File: src/pbo_regs.vh
// Constants for the port B alternate-function pin override block
`ifndef PBO_REGS_VH
`define PBO_REGS_VH
`define PBO_BIT_SCK        7
`define PBO_BIT_MISO       6
`define PBO_BIT_MOSI       5
`define PBO_BIT_SS         4
`define PBO_BIT_OC0        3
`define PBO_BIT_EXT_IRQ_LINE_TWO       2
`define PBO_BIT_T1         1
`define PBO_BIT_T0         0
`define PBO_PORT_W         8
`define PBO_RST_BYTE       8'h00
`define PBO_RST_BIT        1'b0
`endif

File: src/pbo_pin_cell.v
// One pin's override merge: override signals applied to the port registers
`timescale 1ns/10ps
`default_nettype none
module pbo_pin_cell (
  input  wire clk_i,
  input  wire rst_n,
  input  wire direction_bit_i,
  input  wire output_latch_i,
  input  wire pullup_disable_i,
  input  wire pullup_override_enable_i,
  input  wire pullup_override_value_i,
  input  wire direction_override_enable_i,
  input  wire direction_override_value_i,
  input  wire port_value_override_enable_i,
  input  wire port_value_override_value_i,
  output reg  pin_oe_o,
  output reg  pin_out_o,
  output reg  pin_pullup_o
);
  wire next_oe;
  wire next_out;
  wire next_pullup;

  assign next_oe  = direction_override_enable_i ?
                    direction_override_value_i : direction_bit_i;
  assign next_out = port_value_override_enable_i ?
                    port_value_override_value_i : output_latch_i;
  // Unless overridden, pull-up only acts while the pin is an input and latch bit is high
  assign next_pullup = pullup_override_enable_i ? pullup_override_value_i :
                       (~next_oe & output_latch_i & ~pullup_disable_i);

  always @(posedge clk_i or negedge rst_n) begin
    if (!rst_n) begin
      pin_oe_o     <= 1'b0;
      pin_out_o    <= 1'b0;
      pin_pullup_o <= 1'b0;
    end else begin
      pin_oe_o     <= next_oe;
      pin_out_o    <= next_out;
      pin_pullup_o <= next_pullup;
    end
  end
endmodule
`default_nettype wire

File: src/pbo_top.v
// Port A/B alternate-function pin override logic
// Contract
// [RULE1] SPI slave: SCK pin 7 forced to input, direction bit ignored.
// [RULE2] SPI master: SCK direction follows pin7 direction bit.
// [RULE3] SPI-forced inputs keep pull-up under output latch control.
// [RULE4] SPI master: MISO pin 6 forced to input.
// [RULE5] SPI slave: MISO direction follows pin6 direction bit.
// [RULE6] SPI slave: MOSI pin 5 forced to input.
// [RULE7] SPI master: MOSI direction follows pin5 direction bit.
// [RULE8] SPI slave: SS pin 4 forced to input.
// [RULE9] Slave SPI active only while SS pin is held low.
// [RULE10] SPI master: SS direction follows pin4 direction bit.
// [RULE11] Timer0 compare output reaches pin 3 only when its direction is out.
// [RULE12] Pin 3 also carries timer0 PWM waveform.
// [RULE13] Software should make comparator pins inputs without pull-ups.
// [RULE14] Pin 2 routes to external interrupt line two.
// [RULE15] Port A overrides all zero; pins feed analog channels only.
// [RULE16] Pins 7..4 map to SPI SCK, MISO, MOSI, SS.
// [RULE17] Pin 0 feeds timer0 count and serial clock; pin 1 timer1 count.
// [RULE18] SPI disabled: SPI pins are plain port pins.
`timescale 1ns/10ps
`default_nettype none
`include "pbo_regs.vh"
module pbo_top #(
  parameter PORT_W = `PBO_PORT_W
) (
  input  wire              clk_i,
  input  wire              rst_n_i,
  input  wire [PORT_W-1:0] portb_direction_i,
  input  wire [PORT_W-1:0] portb_output_latch_i,
  input  wire [PORT_W-1:0] portb_pin_i,
  input  wire              pullup_disable_i,
  input  wire              spi_enable_i,
  input  wire              spi_master_i,
  input  wire              spi_sck_out_i,
  input  wire              spi_mosi_out_i,
  input  wire              spi_miso_out_i,
  input  wire              timer0_compare_enable_i,
  input  wire              timer0_compare_out_i,
  input  wire [PORT_W-1:0] porta_pin_i,
  input  wire [PORT_W-1:0] porta_direction_i,
  input  wire [PORT_W-1:0] porta_output_latch_i,
  output reg  [PORT_W-1:0] portb_oe_o,
  output reg  [PORT_W-1:0] portb_out_o,
  output reg  [PORT_W-1:0] portb_pullup_o,
  output reg  [PORT_W-1:0] porta_oe_o,
  output reg  [PORT_W-1:0] porta_out_o,
  output reg  [PORT_W-1:0] porta_pullup_o,
  output reg  [PORT_W-1:0] analog_io_path_o,
  output reg               spi_sck_in_o,
  output reg               spi_miso_in_o,
  output reg               spi_mosi_in_o,
  output reg               spi_slave_active_o,
  output reg               ext_irq_line_two_o,
  output reg               comparator_pos_in_o,
  output reg               comparator_neg_in_o,
  output reg               timer0_ext_count_in_o,
  output reg               timer1_ext_count_in_o,
  output reg               serial_port_ext_clock_o
);
  reg              rst_meta;
  reg              rst_n;
  reg  [PORT_W-1:0] pullup_override_enable;
  reg  [PORT_W-1:0] pullup_override_value;
  reg  [PORT_W-1:0] direction_override_enable;
  reg  [PORT_W-1:0] direction_override_value;
  reg  [PORT_W-1:0] port_value_override_enable;
  reg  [PORT_W-1:0] port_value_override_value;
  wire [PORT_W-1:0] cell_oe;
  wire [PORT_W-1:0] cell_out;
  wire [PORT_W-1:0] cell_pullup;
  wire             spi_slave;
  wire             spi_master;

  // Reset release through two flops
  always @(posedge clk_i or negedge rst_n_i) begin
    if (!rst_n_i) begin
      rst_meta <= 1'b0;
      rst_n    <= 1'b0;
    end else begin
      rst_meta <= 1'b1;
      rst_n    <= rst_meta;
    end
  end

  assign spi_slave  = spi_enable_i & ~spi_master_i;
  assign spi_master = spi_enable_i & spi_master_i;

  // Override signal table for port B
  always @* begin
    pullup_override_enable     = `PBO_RST_BYTE;
    pullup_override_value      = `PBO_RST_BYTE;
    direction_override_enable  = `PBO_RST_BYTE;
    direction_override_value   = `PBO_RST_BYTE;
    port_value_override_enable = `PBO_RST_BYTE;
    port_value_override_value  = `PBO_RST_BYTE;
    // Forced inputs leave pull-up override off so latch keeps control
    direction_override_enable[`PBO_BIT_SCK]  = spi_slave; // [RULE1]
    direction_override_enable[`PBO_BIT_MISO] = spi_master; // [RULE4]
    direction_override_enable[`PBO_BIT_MOSI] = spi_slave; // [RULE6]
    // Master leaves the select pin to its direction bit, no override
    direction_override_enable[`PBO_BIT_SS]   = spi_slave; // [RULE8] [RULE10]
    // SPI drives value on its output pins; direction stays software's
    port_value_override_enable[`PBO_BIT_SCK]  = spi_master; // [RULE2]
    port_value_override_value[`PBO_BIT_SCK]   = spi_sck_out_i; // [RULE16]
    port_value_override_enable[`PBO_BIT_MOSI] = spi_master; // [RULE7]
    port_value_override_value[`PBO_BIT_MOSI]  = spi_mosi_out_i;
    // Slave output driven whenever enabled as slave, whatever the SS pin level
    port_value_override_enable[`PBO_BIT_MISO] = spi_slave; // [RULE5]
    port_value_override_value[`PBO_BIT_MISO]  = spi_miso_out_i;
    // Timer0 waveform, compare or PWM; direction bit gates visibility
    port_value_override_enable[`PBO_BIT_OC0] = timer0_compare_enable_i; // [RULE12]
    port_value_override_value[`PBO_BIT_OC0]  = timer0_compare_out_i; // [RULE11]
  end

  genvar g;
  generate
    for (g = 0; g < PORT_W; g = g + 1) begin : g_cell
      pbo_pin_cell u_cell (
        .clk_i                        (clk_i),
        .rst_n                        (rst_n),
        .direction_bit_i              (portb_direction_i[g]),
        .output_latch_i               (portb_output_latch_i[g]),
        .pullup_disable_i             (pullup_disable_i),
        .pullup_override_enable_i     (pullup_override_enable[g]),
        .pullup_override_value_i      (pullup_override_value[g]),
        .direction_override_enable_i  (direction_override_enable[g]),
        .direction_override_value_i   (direction_override_value[g]),
        .port_value_override_enable_i (port_value_override_enable[g]),
        .port_value_override_value_i  (port_value_override_value[g]),
        .pin_oe_o                     (cell_oe[g]),
        .pin_out_o                    (cell_out[g]),
        .pin_pullup_o                 (cell_pullup[g])
      );
    end
  endgenerate

  // Every port B output is registered once; cells hold the flop
  always @* begin
    portb_oe_o     = cell_oe; // [RULE18]
    portb_out_o    = cell_out;
    portb_pullup_o = cell_pullup; // [RULE3]
  end

  always @(posedge clk_i or negedge rst_n) begin
    if (!rst_n) begin
      porta_oe_o              <= `PBO_RST_BYTE;
      porta_out_o             <= `PBO_RST_BYTE;
      porta_pullup_o          <= `PBO_RST_BYTE;
      analog_io_path_o        <= `PBO_RST_BYTE;
      spi_sck_in_o            <= `PBO_RST_BIT;
      spi_miso_in_o           <= `PBO_RST_BIT;
      spi_mosi_in_o           <= `PBO_RST_BIT;
      spi_slave_active_o      <= `PBO_RST_BIT;
      ext_irq_line_two_o      <= `PBO_RST_BIT;
      comparator_pos_in_o     <= `PBO_RST_BIT;
      comparator_neg_in_o     <= `PBO_RST_BIT;
      timer0_ext_count_in_o   <= `PBO_RST_BIT;
      timer1_ext_count_in_o   <= `PBO_RST_BIT;
      serial_port_ext_clock_o <= `PBO_RST_BIT;
    end else begin
      // Port A: no overrides, plain port plus analog channel
      porta_oe_o       <= porta_direction_i; // [RULE15]
      porta_out_o      <= porta_output_latch_i;
      porta_pullup_o   <= porta_output_latch_i & ~porta_direction_i &
                          {PORT_W{~pullup_disable_i}};
      analog_io_path_o <= porta_pin_i; // [RULE15]
      spi_sck_in_o     <= portb_pin_i[`PBO_BIT_SCK]; // [RULE16]
      spi_miso_in_o    <= portb_pin_i[`PBO_BIT_MISO];
      spi_mosi_in_o    <= portb_pin_i[`PBO_BIT_MOSI];
      // Select low while enabled as slave
      spi_slave_active_o <= spi_slave & ~portb_pin_i[`PBO_BIT_SS]; // [RULE9]
      ext_irq_line_two_o <= portb_pin_i[`PBO_BIT_EXT_IRQ_LINE_TWO]; // [RULE14]
      // Comparator taps the raw pin; software keeps it input, no pull-up
      comparator_pos_in_o <= portb_pin_i[`PBO_BIT_EXT_IRQ_LINE_TWO]; // [RULE13]
      comparator_neg_in_o <= portb_pin_i[`PBO_BIT_OC0];
      timer0_ext_count_in_o   <= portb_pin_i[`PBO_BIT_T0]; // [RULE17]
      serial_port_ext_clock_o <= portb_pin_i[`PBO_BIT_T0];
      timer1_ext_count_in_o   <= portb_pin_i[`PBO_BIT_T1];
    end
  end
endmodule
`default_nettype wire

File: config.mk
export PLATFORM = sky130hd
export DESIGN_NAME = pbo_top
export DESIGN_NICKNAME = d
export VERILOG_FILES = /design/src/pbo_pin_cell.v /design/src/pbo_top.v
export VERILOG_INCLUDE_DIRS = /design/src /design/src/src
export SDC_FILE = /design/constraint.sdc
export NUM_CORES = 1
export LEC_CHECK = 0
export BUFFER_PORTS_ARGS = -buffer_cell sky130_fd_sc_hd__buf_4
export CAP_MARGIN = 20
export CORE_MARGIN = 3
export CORE_UTILIZATION = 40
export CTS_BUF_LIST = sky130_fd_sc_hd__clkbuf_8 sky130_fd_sc_hd__clkbuf_16
export CTS_CLUSTER_DIAMETER = 60
export DETAILED_ROUTE_END_ITERATION = 10
export GPL_TIMING_DRIVEN = 0
export PLACE_DENSITY = 0.8
export SLEW_MARGIN = 20
export SYNTH_ARGS = -nofsm -noshare
export SYNTH_HDL_FRONTEND = slang
export SYNTH_SLANG_ARGS = --single-unit
File: constraint.sdc
create_clock -name clk_i -period 2.7 [get_ports clk_i]
set_input_delay 0.81 -clock clk_i [delete_from_list [all_inputs] [get_ports clk_i]]
set_output_delay 0.81 -clock clk_i [all_outputs]
set_load 0.01 [all_outputs]
==> results of run 1 <==
flip-flops by register name, summed over array words and instances (netlist names), 8 cells and up:
name and count:
g_cell.u_cell.pin_oe_o 8, porta_oe_o 8, analog_io_path_o 8, g_cell.u_cell.pin_out_o 8, porta_out_o 8, porta_pullup_o 8
g_cell.u_cell.pin_pullup_o 8
cell families after synthesis:
logic type / Yosys count
flip-flops: 66
buffers and inverters: 28
other: 1
AO/OA/AOI/OAI: 4
multiplexers: 4
AND/OR/NAND/NOR: 22
layer usage:
layer	share of wire [%]	global-route usage, %
met5	0	0
met4	1.3	6.47
met3	11	9.29
met2	55	31.8
met1	33	16.7
Yosys cell counts:
| library cell | n |
|---|---|
| sky130_fd_sc_hd__buf_4 | 26 |
| sky130_fd_sc_hd__nand2_1 | 1 |
| sky130_fd_sc_hd__conb_1 | 1 |
| sky130_fd_sc_hd__buf_6 | 1 |
| sky130_fd_sc_hd__and2_2 | 2 |
| sky130_fd_sc_hd__buf_2 | 1 |
| sky130_fd_sc_hd__nand2b_4 | 1 |
| sky130_fd_sc_hd__nand2b_1 | 3 |
| sky130_fd_sc_hd__dfrtp_1 | 66 |
| sky130_fd_sc_hd__nor3b_1 | 13 |
| sky130_fd_sc_hd__mux2_2 | 3 |
| sky130_fd_sc_hd__and2_1 | 1 |
| sky130_fd_sc_hd__a21boi_0 | 1 |
| sky130_fd_sc_hd__nor2_1 | 1 |
| sky130_fd_sc_hd__mux2_4 | 1 |
| sky130_fd_sc_hd__a21oi_1 | 3 |
cell type report:
cell class	instances	area share (%)
Clock buffer	12	4.93
Timing Repair Buffer	124	28.4
Clock inverter	4	1.46
Sequential cell	66	49.4
Tap cell	67	2.50
Buffer	28	6.31
Multi-Input combinational cell	31	6.99
power groups by stage:
stage | clock (uW) | sequential (uW) | combinational [uW]
6_report | 843 | 1060 | 256
5_1_grt | 913 | 1060 | 276
4_1_cts | 869 | 1060 | 261
3_5_place_dp | 0 | 1080 | 260
3_3_place_gp | 0 | 1090 | 235
2_1_floorplan | 0 | 1100 | 66.7
worst max-delay path by stage:
| stage | from | to | depth (start not counted) |
|---|---|---|---|
| 2_1_floorplan | rst_n | analog_io_path_o[0] | 0 |
| 3_3_place_gp | rst_n | g_cell[3].u_cell.pin_oe_o | 0 |
| 3_5_place_dp | spi_master_i | g_cell[6].u_cell.pin_out_o | 4 |
| 4_1_cts | serial_port_ext_clock_o | timer0_ext_count_in_o | 2 |
| 5_1_grt | comparator_pos_in_o | ext_irq_line_two_o | 2 |
| 6_report | serial_port_ext_clock_o | timer0_ext_count_in_o | 2 |
per-stage QoR:
stage               power [uW]  util (%)  cell area, um^2  std cells  setup slack [ns]
finish                    2160      68.6             3350        332             0.912
global route              2250      68.6             3350        332             0.876
CTS                       2190      68.6             3350        332             0.890
detailed placement        1340      64.3             3140        316              1.11
global placement          1320      63.6             3100        315             0.151
floorplan                 1160         -             2100        125             0.726
worst max-delay path, delay by kind of cell (launching register included):
kind	cells	cell delay [ns]
flip-flops	1	0.39
buffers and inverters	2	0.27
layout by cell type, fill, tap and decap left out, types with 2 or more instances in the layout:
master,n
sky130_fd_sc_hd__buf_4,149
sky130_fd_sc_hd__and2_2,2
sky130_fd_sc_hd__dfrtp_1,65
sky130_fd_sc_hd__nand2b_1,3
sky130_fd_sc_hd__clkinv_2,2
sky130_fd_sc_hd__a21oi_1,3
sky130_fd_sc_hd__mux2_2,3
sky130_fd_sc_hd__nor3b_1,13
sky130_fd_sc_hd__clkbuf_8,12
==> insert_results.sql, run 1 <==
INSERT INTO impl_metrics (metric_group, metric, value, unit) VALUES
('cts', 'clock_path_buffers', '2', ''),
('global_route', 'grt_use_total', '17.6', '%'),
('synthesis', 'post-synth-top-area-fraction', '78.8', '%'),
('worst_setup_path', 'end_kind', 'output pin', ''),
('cells_and_area', 'antennaDiodeCount', '0', ''),
('global_route', 'grt_pass1_wl', '7870', 'um'),
('timing', 'timing_max_transition_violations_final', '0', ''),
('cts', 'cts.repair_timing.setup_buffer_count', '0', ''),
('placed_design', 'placement.io_buffers', '123', ''),
('worst_setup_path', 'crit_chain', 'buf_4 -> buf_4', ''),
('floorplanning', 'die_height', '78.4', 'um'),
('synthesis', 'netlist-cell-type-count', '16', ''),
('floorplanning', 'floorplan_core_area', '4880', 'um^2'),
('min_path', 'hp-class', 'reg2async', ''),
('worst_setup_path', 'ff2ff_path_depth', '1', ''),
('synthesis', 'yosys.area_share.xor_xnor', '0', '%'),
('synthesis', 'synth_compound_gate_area_share', '1.07', '%'),
('worst_setup_path', 'critical_path.max_fanout', '2', ''),
('floorplanning', 'floorplan.initialDensity', '43.0', '%'),
('worst_setup_path', 'rrSetupSlack', '2.01', 'ns'),
('cts', 'cts_tree', 'built', ''),
('worst_setup_path', 'worstSetupStartpointType', 'flip-flop', ''),
('floorplanning', 'ioPinCount', '124', ''),
('worst_setup_path', 'arrival', '0.98', 'ns'),
('cells_and_area', 'fin_nets', '318', ''),
('power', 'combinationalPowerShare', '11.9', '%'),
('route', 'post-route-drc-count', '0', ''),
('global_route', 'number_of_global_route_vias_before_repair', '1555', ''),
('power', 'switchingPower', '461', 'uW'),
('status', 'outcome', 'completed', ''),
('synthesis', 'synth-warning-count', '0', ''),
('power', 'vdd_drop_max', '433', 'uV'),
('power', 'p_clk_share', '39.1', '%'),
('timing', 'fin_crit', '1.79', 'ns'),
('power', 'static-leakage-power', '0.00174', 'uW'),
('route', 'first_pass_iters', '2', ''),
('synthesis', 'yosysTopAreaCell', 'sky130_fd_sc_hd__dfrtp_1', ''),
('floorplanning', 'die_w', '78.4', 'um'),
('route', 'routed_via_density', '4.31', ''),
('worst_setup_path', 'worst_ep_required_time', '1.89', 'ns'),
('worst_setup_path', 'critical_path.most_common_cell', 'sky130_fd_sc_hd__buf_4', ''),
('floorplanning', 'die_area', '6150', 'um^2'),
('route', 'routed_wire_length_per_instance', '15.5', 'um'),
('cells_and_area', 'syn2layout_area_growth', '59.7', '%'),
('global_route', 'grt.overflow.total', '0', ''),
('timing', 'setup_viol', '0', ''),
('timing', 'timing.final.hold_violations', '0', ''),
('synthesis', 'ys_ff_latch', '66', ''),
('cts', 'clock-sinks', '66', ''),
('synthesis', 'ys_top_cells_by_area', 'sky130_fd_sc_hd__dfrtp_1 79%, sky130_fd_sc_hd__buf_4 9.3%, sky130_fd_sc_hd__nor3b_1 4.7%, sky130_fd_sc_hd__mux2_2 1.6%, sky130_fd_sc_hd__nand2b_1 0.89%', ''),
('timing', 'sum_of_negative_setup_slack', '0', 'ns'),
('timing', 'grt_setup_unrepaired', 'false', ''),
('worst_setup_path', 'crit-reg2reg-capture', 'g_cell[3].u_cell.pin_pullup_o', ''),
('cts', 'worstSkewPairLatency', '0.32', 'ns'),
('cells_and_area', 'final_layout_size_suffix_gt1_share', '66.4', '%'),
('worst_setup_path', 'critical_path_class', 'reg2out', ''),
('route', 'routed_wl', '5130', 'um'),
('cts', 'cts_root_buffer', 'sky130_fd_sc_hd__clkbuf_8', ''),
('cts', 'cts_buffer_count', '9', ''),
('flow_run', 'maxCapViolCount', '0', ''),
('power', 'swShare', '21.4', '%'),
('cells_and_area', 'multi_input_area', '234', 'um^2'),
('timing', 'timing.final.crit_share', '66.2', '%'),
('route', 'drtIter0Drc', '30', ''),
('timing', 'f_max', '559', 'MHz'),
('synthesis', 'post_synth_and_or_nand_nor_area_fraction', '7.58', '%'),
('synthesis', 'synth_area_per_cell', '16.8', 'um^2'),
('cts', 'cts.reportedPaths.clkPinSlew', '0.07', 'ns'),
('power', 'power_frac_seq', '49.1', '%'),
('synthesis', 'synth.mux.area_fraction', '2.33', '%'),
('worst_setup_path', 'cpMaxStageDelayCell', 'sky130_fd_sc_hd__dfrtp_1', '');
Note: power is estimated with default switching activity, not from simulation.
==> run 2, diff against run 1 <==
==> constraint.sdc (replaced) <==
create_clock -name clk_i -period 1.75 [get_ports clk_i]
set_input_delay 0.525 -clock clk_i [delete_from_list [all_inputs] [get_ports clk_i]]
set_output_delay 0.525 -clock clk_i [all_outputs]
set_load 0.01 [all_outputs]
==> run 2 against run 1 <==
Effect of this change:
- combinational power rose by 45%
- design area fell by 0.34%
- critical path type unchanged
- register-to-register slack worse by 1.2 ns
- via count is 0.21% lower
==> insert_results.sql, run 2 (synthesized netlist as in run 1, its figures left out) <==
INSERT INTO impl_metrics (metric_group, metric, value, unit) VALUES
('status', 'outcome', 'completed', ''),
('global_route', 'number_of_global_route_vias_before_repair', '1570', ''),
('worst_setup_path', 'path_delay_family', 'flip-flops', ''),
('cells_and_area', 'post_layout_nonfiller_instances', '332', ''),
('timing', 'max_slew_margin', '48.4', '%'),
('cts', 'clock_path_buffers', '2', ''),
('timing', 'timing_max_transition_violations_final', '0', ''),
('route', 'ant_nets', '0', ''),
('worst_setup_path', 'crit_chain', 'buf_4 -> buf_4', ''),
('global_route', 'grt_pass1_wl', '8050', 'um'),
('cts', 'cts.reportedPaths.clkPinSlew', '0.07', 'ns'),
('placed_design', 'place_congestion', '0.690', ''),
('worst_setup_path', 'arrival', '0.98', 'ns'),
('worst_setup_path', 'cpMaxStageDelayCell', 'sky130_fd_sc_hd__dfrtp_1', ''),
('placed_design', 'detailedPlacementHpwl', '3890', 'um'),
('worst_setup_path', 'cpPeakStageDelay', '0.38', 'ns'),
('floorplanning', 'die_w', '78.4', 'um'),
('cells_and_area', 'antennaDiodeCount', '0', ''),
('global_route', 'grt_use_total', '18.1', '%'),
('worst_setup_path', 'end_kind', 'output pin', ''),
('cts', 'clock-sinks', '66', ''),
('floorplanning', 'row_cnt', '25', ''),
('cells_and_area', 'most-common-layout-cells', '149 x sky130_fd_sc_hd__buf_4, 65 x sky130_fd_sc_hd__dfrtp_1, 13 x sky130_fd_sc_hd__nor3b_1', ''),
('cts', 'cts_root_buffer', 'sky130_fd_sc_hd__clkbuf_8', ''),
('worst_setup_path', 'critical_path.max_fanout', '1', ''),
('floorplanning', 'die_area', '6150', 'um^2'),
('route', 'first_pass_iters', '4', ''),
('worst_setup_path', 'critical_path.most_common_cell', 'sky130_fd_sc_hd__buf_4', ''),
('timing', 'f_max', '666', 'MHz'),
('floorplanning', 'die_height', '78.4', 'um'),
('global_route', 'grt_max_degree', '65', ''),
('placed_design', 'placement.io_buffers', '123', ''),
('cells_and_area', 'syn2layout_area_growth', '59.2', '%'),
('route', 'drtIter0Drc', '48', ''),
('timing', 'max_slew.worst_pin.slew', '0.774', 'ns'),
('timing', 'setup_viol', '0', ''),
('cells_and_area', 'commonest_non_fill_non_tap_cell_in_the_layout', 'sky130_fd_sc_hd__buf_4', ''),
('cts', 'cts_buffer_count', '9', ''),
('worst_setup_path', 'worstSetupStartpointType', 'flip-flop', ''),
('floorplanning', 'ioPinCount', '124', ''),
('global_route', 'grt.overflow.total', '0', ''),
('route', 'routed_via_density', '4.30', ''),
('power', 'power.density', '1020', 'nW/um^2'),
('cts', 'cts_htree_levels', '3', ''),
('power', 'vdd_drop_max', '771', 'uV'),
('timing', 'timing.final.hold_violations', '0', ''),
('cts', 'worstSkewPairLatency', '0.33', 'ns'),
('route', 'routed_wire_length_per_instance', '15.4', 'um'),
('worst_setup_path', 'critical_path_class', 'reg2out', ''),
('route', 'post-route-drc-count', '0', ''),
('cells_and_area', 'final_layout_size_suffix_gt1_share', '65.3', '%'),
('route', 'vias', '1429', ''),
('floorplanning', 'floorplan_core_area', '4880', 'um^2'),
('cts', 'number_of_buffers_inserted_for_hold_repair_after_clock_tree_synthesis', '1', ''),
('cts', 'cts_tree', 'built', ''),
('floorplanning', 'floorplan.initialDensity', '43.0', '%'),
('global_route', 'antenna_violations_before_repair', '0', ''),
('timing', 'timing.clock.skew', '0.00544', 'ns'),
('power', 'total_power', '3390', 'uW'),
('worst_setup_path', 'critical_path_buf_inv_count', '2', ''),
('cts', 'cts.repair_timing.setup_buffer_count', '0', ''),
('timing', 'sum_of_negative_setup_slack', '0', 'ns'),
('timing', 'fin_crit', '1.50', 'ns'),
('worst_setup_path', 'worst_ep_required_time', '1.22', 'ns'),
('timing', 'timing.final.crit_share', '85.8', '%'),
('placed_design', 'placed_cells', '315', ''),
('flow_run', 'maxCapViolCount', '0', ''),
('cells_and_area', 'fin_nets', '318', ''),
('timing', 'grt_setup_unrepaired', 'false', ''),
('min_path', 'hp-class', 'in2reg', ''),
('power', 'static-leakage-power', '0.00173', 'uW'),
('route', 'routed_wl', '5100', 'um'),
('cts', 'post_cts.resized_instances', '0', '');
run 2: cell count changes in the layout (fill, tap and decap cells not counted):
| cell | before | now |
|---|---|---|
| sky130_fd_sc_hd__buf_16 | 1 | 0 |
| sky130_fd_sc_hd__dlygate4sd3_1 | 0 | 1 |
| sky130_fd_sc_hd__clkbuf_8 | 12 | 10 |
| sky130_fd_sc_hd__bufinv_16 | 1 | 2 |
| sky130_fd_sc_hd__clkinvlp_4 | 0 | 2 |
| sky130_fd_sc_hd__clkinv_4 | 1 | 0 |
| sky130_fd_sc_hd__clkinv_2 | 2 | 0 |
| sky130_fd_sc_hd__inv_1 | 0 | 2 |
run 2: metrics by stage:
| step | setup WS, ns | area, um^2 | utilization, % | hold slack (ns) |
|---|---|---|---|---|
| after CTS | 0.234 | 3340 | 68.4 | 0.284 |
| after global routing | 0.215 | 3340 | 68.4 | 0.276 |
| after global placement | 0.289 | 3110 | 63.6 | 0.308 |
| after detailed placement | 0.443 | 3110 | 63.7 | 0.311 |
| final | 0.249 | 3340 | 68.4 | 0.300 |
| after floorplan | 0.585 | 2100 | - | 0.229 |
run 2: area by class of cell:
cell class	count	area [um^2]
Timing Repair Buffer	124	933
Tap cell	67	83.8
Fill cell	376	1540
Buffer	28	211
Clock buffer	10	138
Multi-Input combinational cell	31	234
Clock inverter	6	82.6
Sequential cell	66	1660
run 2: path summary, 6_finish.rpt:
| path | start | end | slack (ns) | cells after the start |
|---|---|---|---|---|
| max in group asynchronous | rst_n | g_cell[7].u_cell.pin_out_o | 0.84 | 0 |
| max reg2reg | rst_n | g_cell[7].u_cell.pin_out_o | 0.84 | 0 |
| min | porta_pin_i[4] | analog_io_path_o[4] | 0.30 | 1 |
| min reg2reg | rst_meta | rst_n | 0.36 | 0 |
| min in group asynchronous | rst_n | porta_oe_o[1] | 0.42 | 0 |
| max | g_cell[6].u_cell.pin_oe_o | portb_oe_o[6] | 0.25 | 2 |
run 2: power by group:
part           leakage, uW  total [uW]  internal (uW)  switching (uW)
clock             0.000111        1370            831             543
sequential        0.000801        1650           1600            48.1
combinational     0.000820         371            238             132
total              0.00173        3390           2670             724
run 2: metal layers:
metal / share of wire (%) / up-vias / track usage (%) / wire length, um
met5: 0 / - / 0 / 0
met4: 1.8 / 0 / 7.87 / 91
met3: 10 / 8 / 8.83 / 525
met2: 54 / 79 / 32.3 / 2740
met1: 34 / 698 / 17.7 / 1740
li1: - / 644 / - / -
==> run 3, diff against run 2 <==
--- a/config.mk
+++ b/config.mk
@@ -8,6 +8,7 @@
 export LEC_CHECK = 0
 export BUFFER_PORTS_ARGS = -buffer_cell sky130_fd_sc_hd__buf_4
 export CAP_MARGIN = 20
+export CORE_ASPECT_RATIO = 1.1
 export CORE_MARGIN = 3
 export CORE_UTILIZATION = 40
 export CTS_BUF_LIST = sky130_fd_sc_hd__clkbuf_8 sky130_fd_sc_hd__clkbuf_16
==> run 3 against run 2 <==
Effect of this change:
- count of clock-buffer cells in the layout grew 1
- global-route usage fell by 2.9 points
- die area is essentially flat
- worst setup slack improved by 0.015 ns
- utilization shrank 2.8 points
- sequential share of layout area rose by 0.54 points
- non-clock buffer count is the same
==> insert_results.sql, run 3 (synthesized netlist as in run 1, its figures left out) <==
INSERT INTO impl_metrics (metric_group, metric, value, unit) VALUES
('route', 'routed_wl_met2', '2380', 'um'),
('placed_design', 'detailedPlacementHpwl', '3540', 'um'),
('cells_and_area', 'antennaDiodeCount', '0', ''),
('floorplanning', 'row_cnt', '27', ''),
('timing', 'timing.final.crit_share', '84.9', '%'),
('timing', 'timing.final.ws_setup', '0.264', 'ns'),
('global_route', 'grt_pass1_wl', '6610', 'um'),
('route', 'vias', '1353', ''),
('route', 'routed_via_density', '4.20', ''),
('timing', 'timing.final.hold_violations', '0', ''),
('timing', 'worst_hold_slack', '0.308', 'ns'),
('global_route', 'grt.overflow.total', '0', ''),
('worst_setup_path', 'crit_chain', 'buf_4 -> buf_4', ''),
('worst_setup_path', 'worstSetupStartpointType', 'flip-flop', ''),
('worst_setup_path', 'worst-path-stages', '2', ''),
('min_path', 'hp-class', 'in2reg', ''),
('timing', 'timing_max_transition_violations_final', '0', ''),
('power', 'static-leakage-power', '0.00173', 'uW'),
('worst_setup_path', 'critical_path_buf_inv_count', '2', ''),
('cells_and_area', 'layout.filler_cells', '363', ''),
('cells_and_area', 'commonest_non_fill_non_tap_cell_in_the_layout', 'sky130_fd_sc_hd__buf_4', ''),
('route', 'routed_wl', '4710', 'um'),
('min_path', 'hold_start', 'porta_pin_i[0]', ''),
('power', 'power.density', '983', 'nW/um^2'),
('floorplanning', 'die_height', '81.9', 'um'),
('cts', 'cts_tree', 'built', ''),
('route', 'routed.top_layer', 'met4', ''),
('timing', 'max_slew.worst_pin.slew', '0.802', 'ns'),
('placed_design', 'place_congestion', '0.688', ''),
('worst_setup_path', 'arrival', '0.96', 'ns'),
('global_route', 'number_of_global_route_vias_before_repair', '1379', ''),
('timing', 'setup_viol', '0', ''),
('route', 'met3_wirelength', '488', 'um'),
('floorplanning', 'die_area', '6150', 'um^2'),
('status', 'outcome', 'completed', ''),
('cts', 'post_cts.resized_instances', '0', ''),
('timing', 'timing.clock.skew', '0.00687', 'ns'),
('cts', 'worstSkewPairLatency', '0.32', 'ns'),
('cells_and_area', 'fin_nets', '318', ''),
('timing', 'max_slew_margin', '46.5', '%'),
('worst_setup_path', 'rrSetupSlack', '0.79', 'ns'),
('placed_design', 'placement.io_buffers', '123', ''),
('cells_and_area', 'final_area', '3300', 'um^2'),
('floorplanning', 'floorplan_core_area', '5030', 'um^2'),
('timing', 'fin_crit', '1.49', 'ns'),
('min_path', 'worst_hold_path.num_cells', '1', ''),
('timing', 'grt_setup_unrepaired', 'false', ''),
('worst_setup_path', 'critical_path.max_fanout', '2', ''),
('worst_setup_path', 'critical_path.most_common_cell', 'sky130_fd_sc_hd__buf_4', ''),
('route', 'ant_nets', '0', ''),
('worst_setup_path', 'path_delay_family', 'flip-flops', ''),
('floorplanning', 'floorplan.initialDensity', '41.7', '%'),
('route', 'drtIter0Drc', '56', ''),
('cts', 'cts_htree_levels', '3', ''),
('timing', 'f_max', '673', 'MHz'),
('worst_setup_path', 'cpPeakStageDelay', '0.38', 'ns'),
('cells_and_area', 'syn2layout_area_growth', '57.5', '%'),
('cts', 'cts_root_buffer', 'sky130_fd_sc_hd__clkbuf_8', ''),
('floorplanning', 'die_w', '75.0', 'um'),
('global_route', 'grt_use_total', '15.2', '%'),
('cells_and_area', 'final_layout_size_suffix_gt1_share', '65.5', '%'),
('cells_and_area', 'most-common-layout-cells', '149 x sky130_fd_sc_hd__buf_4, 65 x sky130_fd_sc_hd__dfrtp_1, 13 x sky130_fd_sc_hd__nor3b_1', ''),
('route', 'met1Wirelength', '1730', 'um'),
('cts', 'clock_path_buffers', '2', ''),
('global_route', 'grt_max_degree', '65', ''),
('cts', 'cts_buffer_count', '9', ''),
('worst_setup_path', 'cpMaxStageDelayCell', 'sky130_fd_sc_hd__dfrtp_1', ''),
('worst_setup_path', 'timing.rr.start', 'rst_n', ''),
('timing', 'sum_of_negative_setup_slack', '0', 'ns'),
('cts', 'clock-sinks', '66', ''),
('min_path', 'min_to', 'analog_io_path_o[0]', ''),
('worst_setup_path', 'end_kind', 'output pin', ''),
('route', 'post-route-drc-count', '0', ''),
('power', 'vdd_drop_max', '561', 'uV'),
('worst_setup_path', 'critical_path_class', 'reg2out', ''),
('worst_setup_path', 'crit-reg2reg-capture', 'g_cell[4].u_cell.pin_pullup_o', ''),
('worst_setup_path', 'ff2ff_path_depth', '0', ''),
('route', 'first_pass_iters', '2', ''),
('worst_setup_path', 'worst_ep_required_time', '1.22', 'ns'),
('cts', 'cts.reportedPaths.clkPinSlew', '0.07', 'ns'),
('placed_design', 'place_area', '3100', 'um^2'),
('flow_run', 'maxCapViolCount', '0', ''),
('placed_design', 'dp_worst_setup_slack', '0.437', 'ns'),
('route', 'routed_wire_length_per_instance', '14.6', 'um'),
('global_route', 'antenna_violations_before_repair', '0', ''),
('floorplanning', 'ioPinCount', '124', '');
-- run 3: cell type report --
| type | count | area [um^2] | share of cell area, % |
|---|---|---|---|
| sequential | 66 | 1660 | 50.1 |
| timing repair buffer | 124 | 933 | 28.3 |
| tap | 58 | 72.6 | 2.20 |
| clock inverter | 4 | 43.8 | 1.33 |
| multi-input combinational | 31 | 234 | 7.09 |
| buffer | 28 | 211 | 6.40 |
| clock buffer | 11 | 151 | 4.59 |
-- run 3: how the worst max path moves through the flow --
stage | slack, ns | endpoint | start
after CTS | 0.24 | portb_oe_o[1] | g_cell[1].u_cell.pin_oe_o
after floorplan | 0.59 | g_cell[6].u_cell.pin_out_o | spi_master_i
after global routing | 0.22 | ext_irq_line_two_o | comparator_pos_in_o
after detailed placement | 0.44 | g_cell[6].u_cell.pin_out_o | spi_master_i
after global placement | 0.32 | spi_slave_active_o | rst_n
final | 0.26 | ext_irq_line_two_o | comparator_pos_in_o
-- run 3: repair_timing --
item                                   4_1_cts  5_1_grt
endpoints found under the hold margin        2        0
hold buffers                                 1        0
buffers inserted                             0        0
-- run 3: routing by layer --
metal,global-route usage (%),vias up
li1,-,645
met1,16.8,621
met2,25.9,79
met3,3.55,8
met4,9.61,0
met5,0,-
-- run 3: metrics by stage --
| step | total power [uW] | instances | util (%) |
|---|---|---|---|
| final | 3250 | 322 | 65.6 |
| after global routing | 3380 | 322 | 65.6 |
| after global placement | 2040 | 306 | 61.5 |
| after detailed placement | 2050 | 306 | 61.5 |
| after floorplan | 1800 | 125 | - |
| after CTS | 3290 | 322 | 65.6 |
-- run 3: where the power goes --
group | leakage [uW] | switching [uW] | internal [uW]
registers | 0.000801 | 48.0 | 1600
logic | 0.000820 | 128 | 238
clock network | 0.000106 | 511 | 718
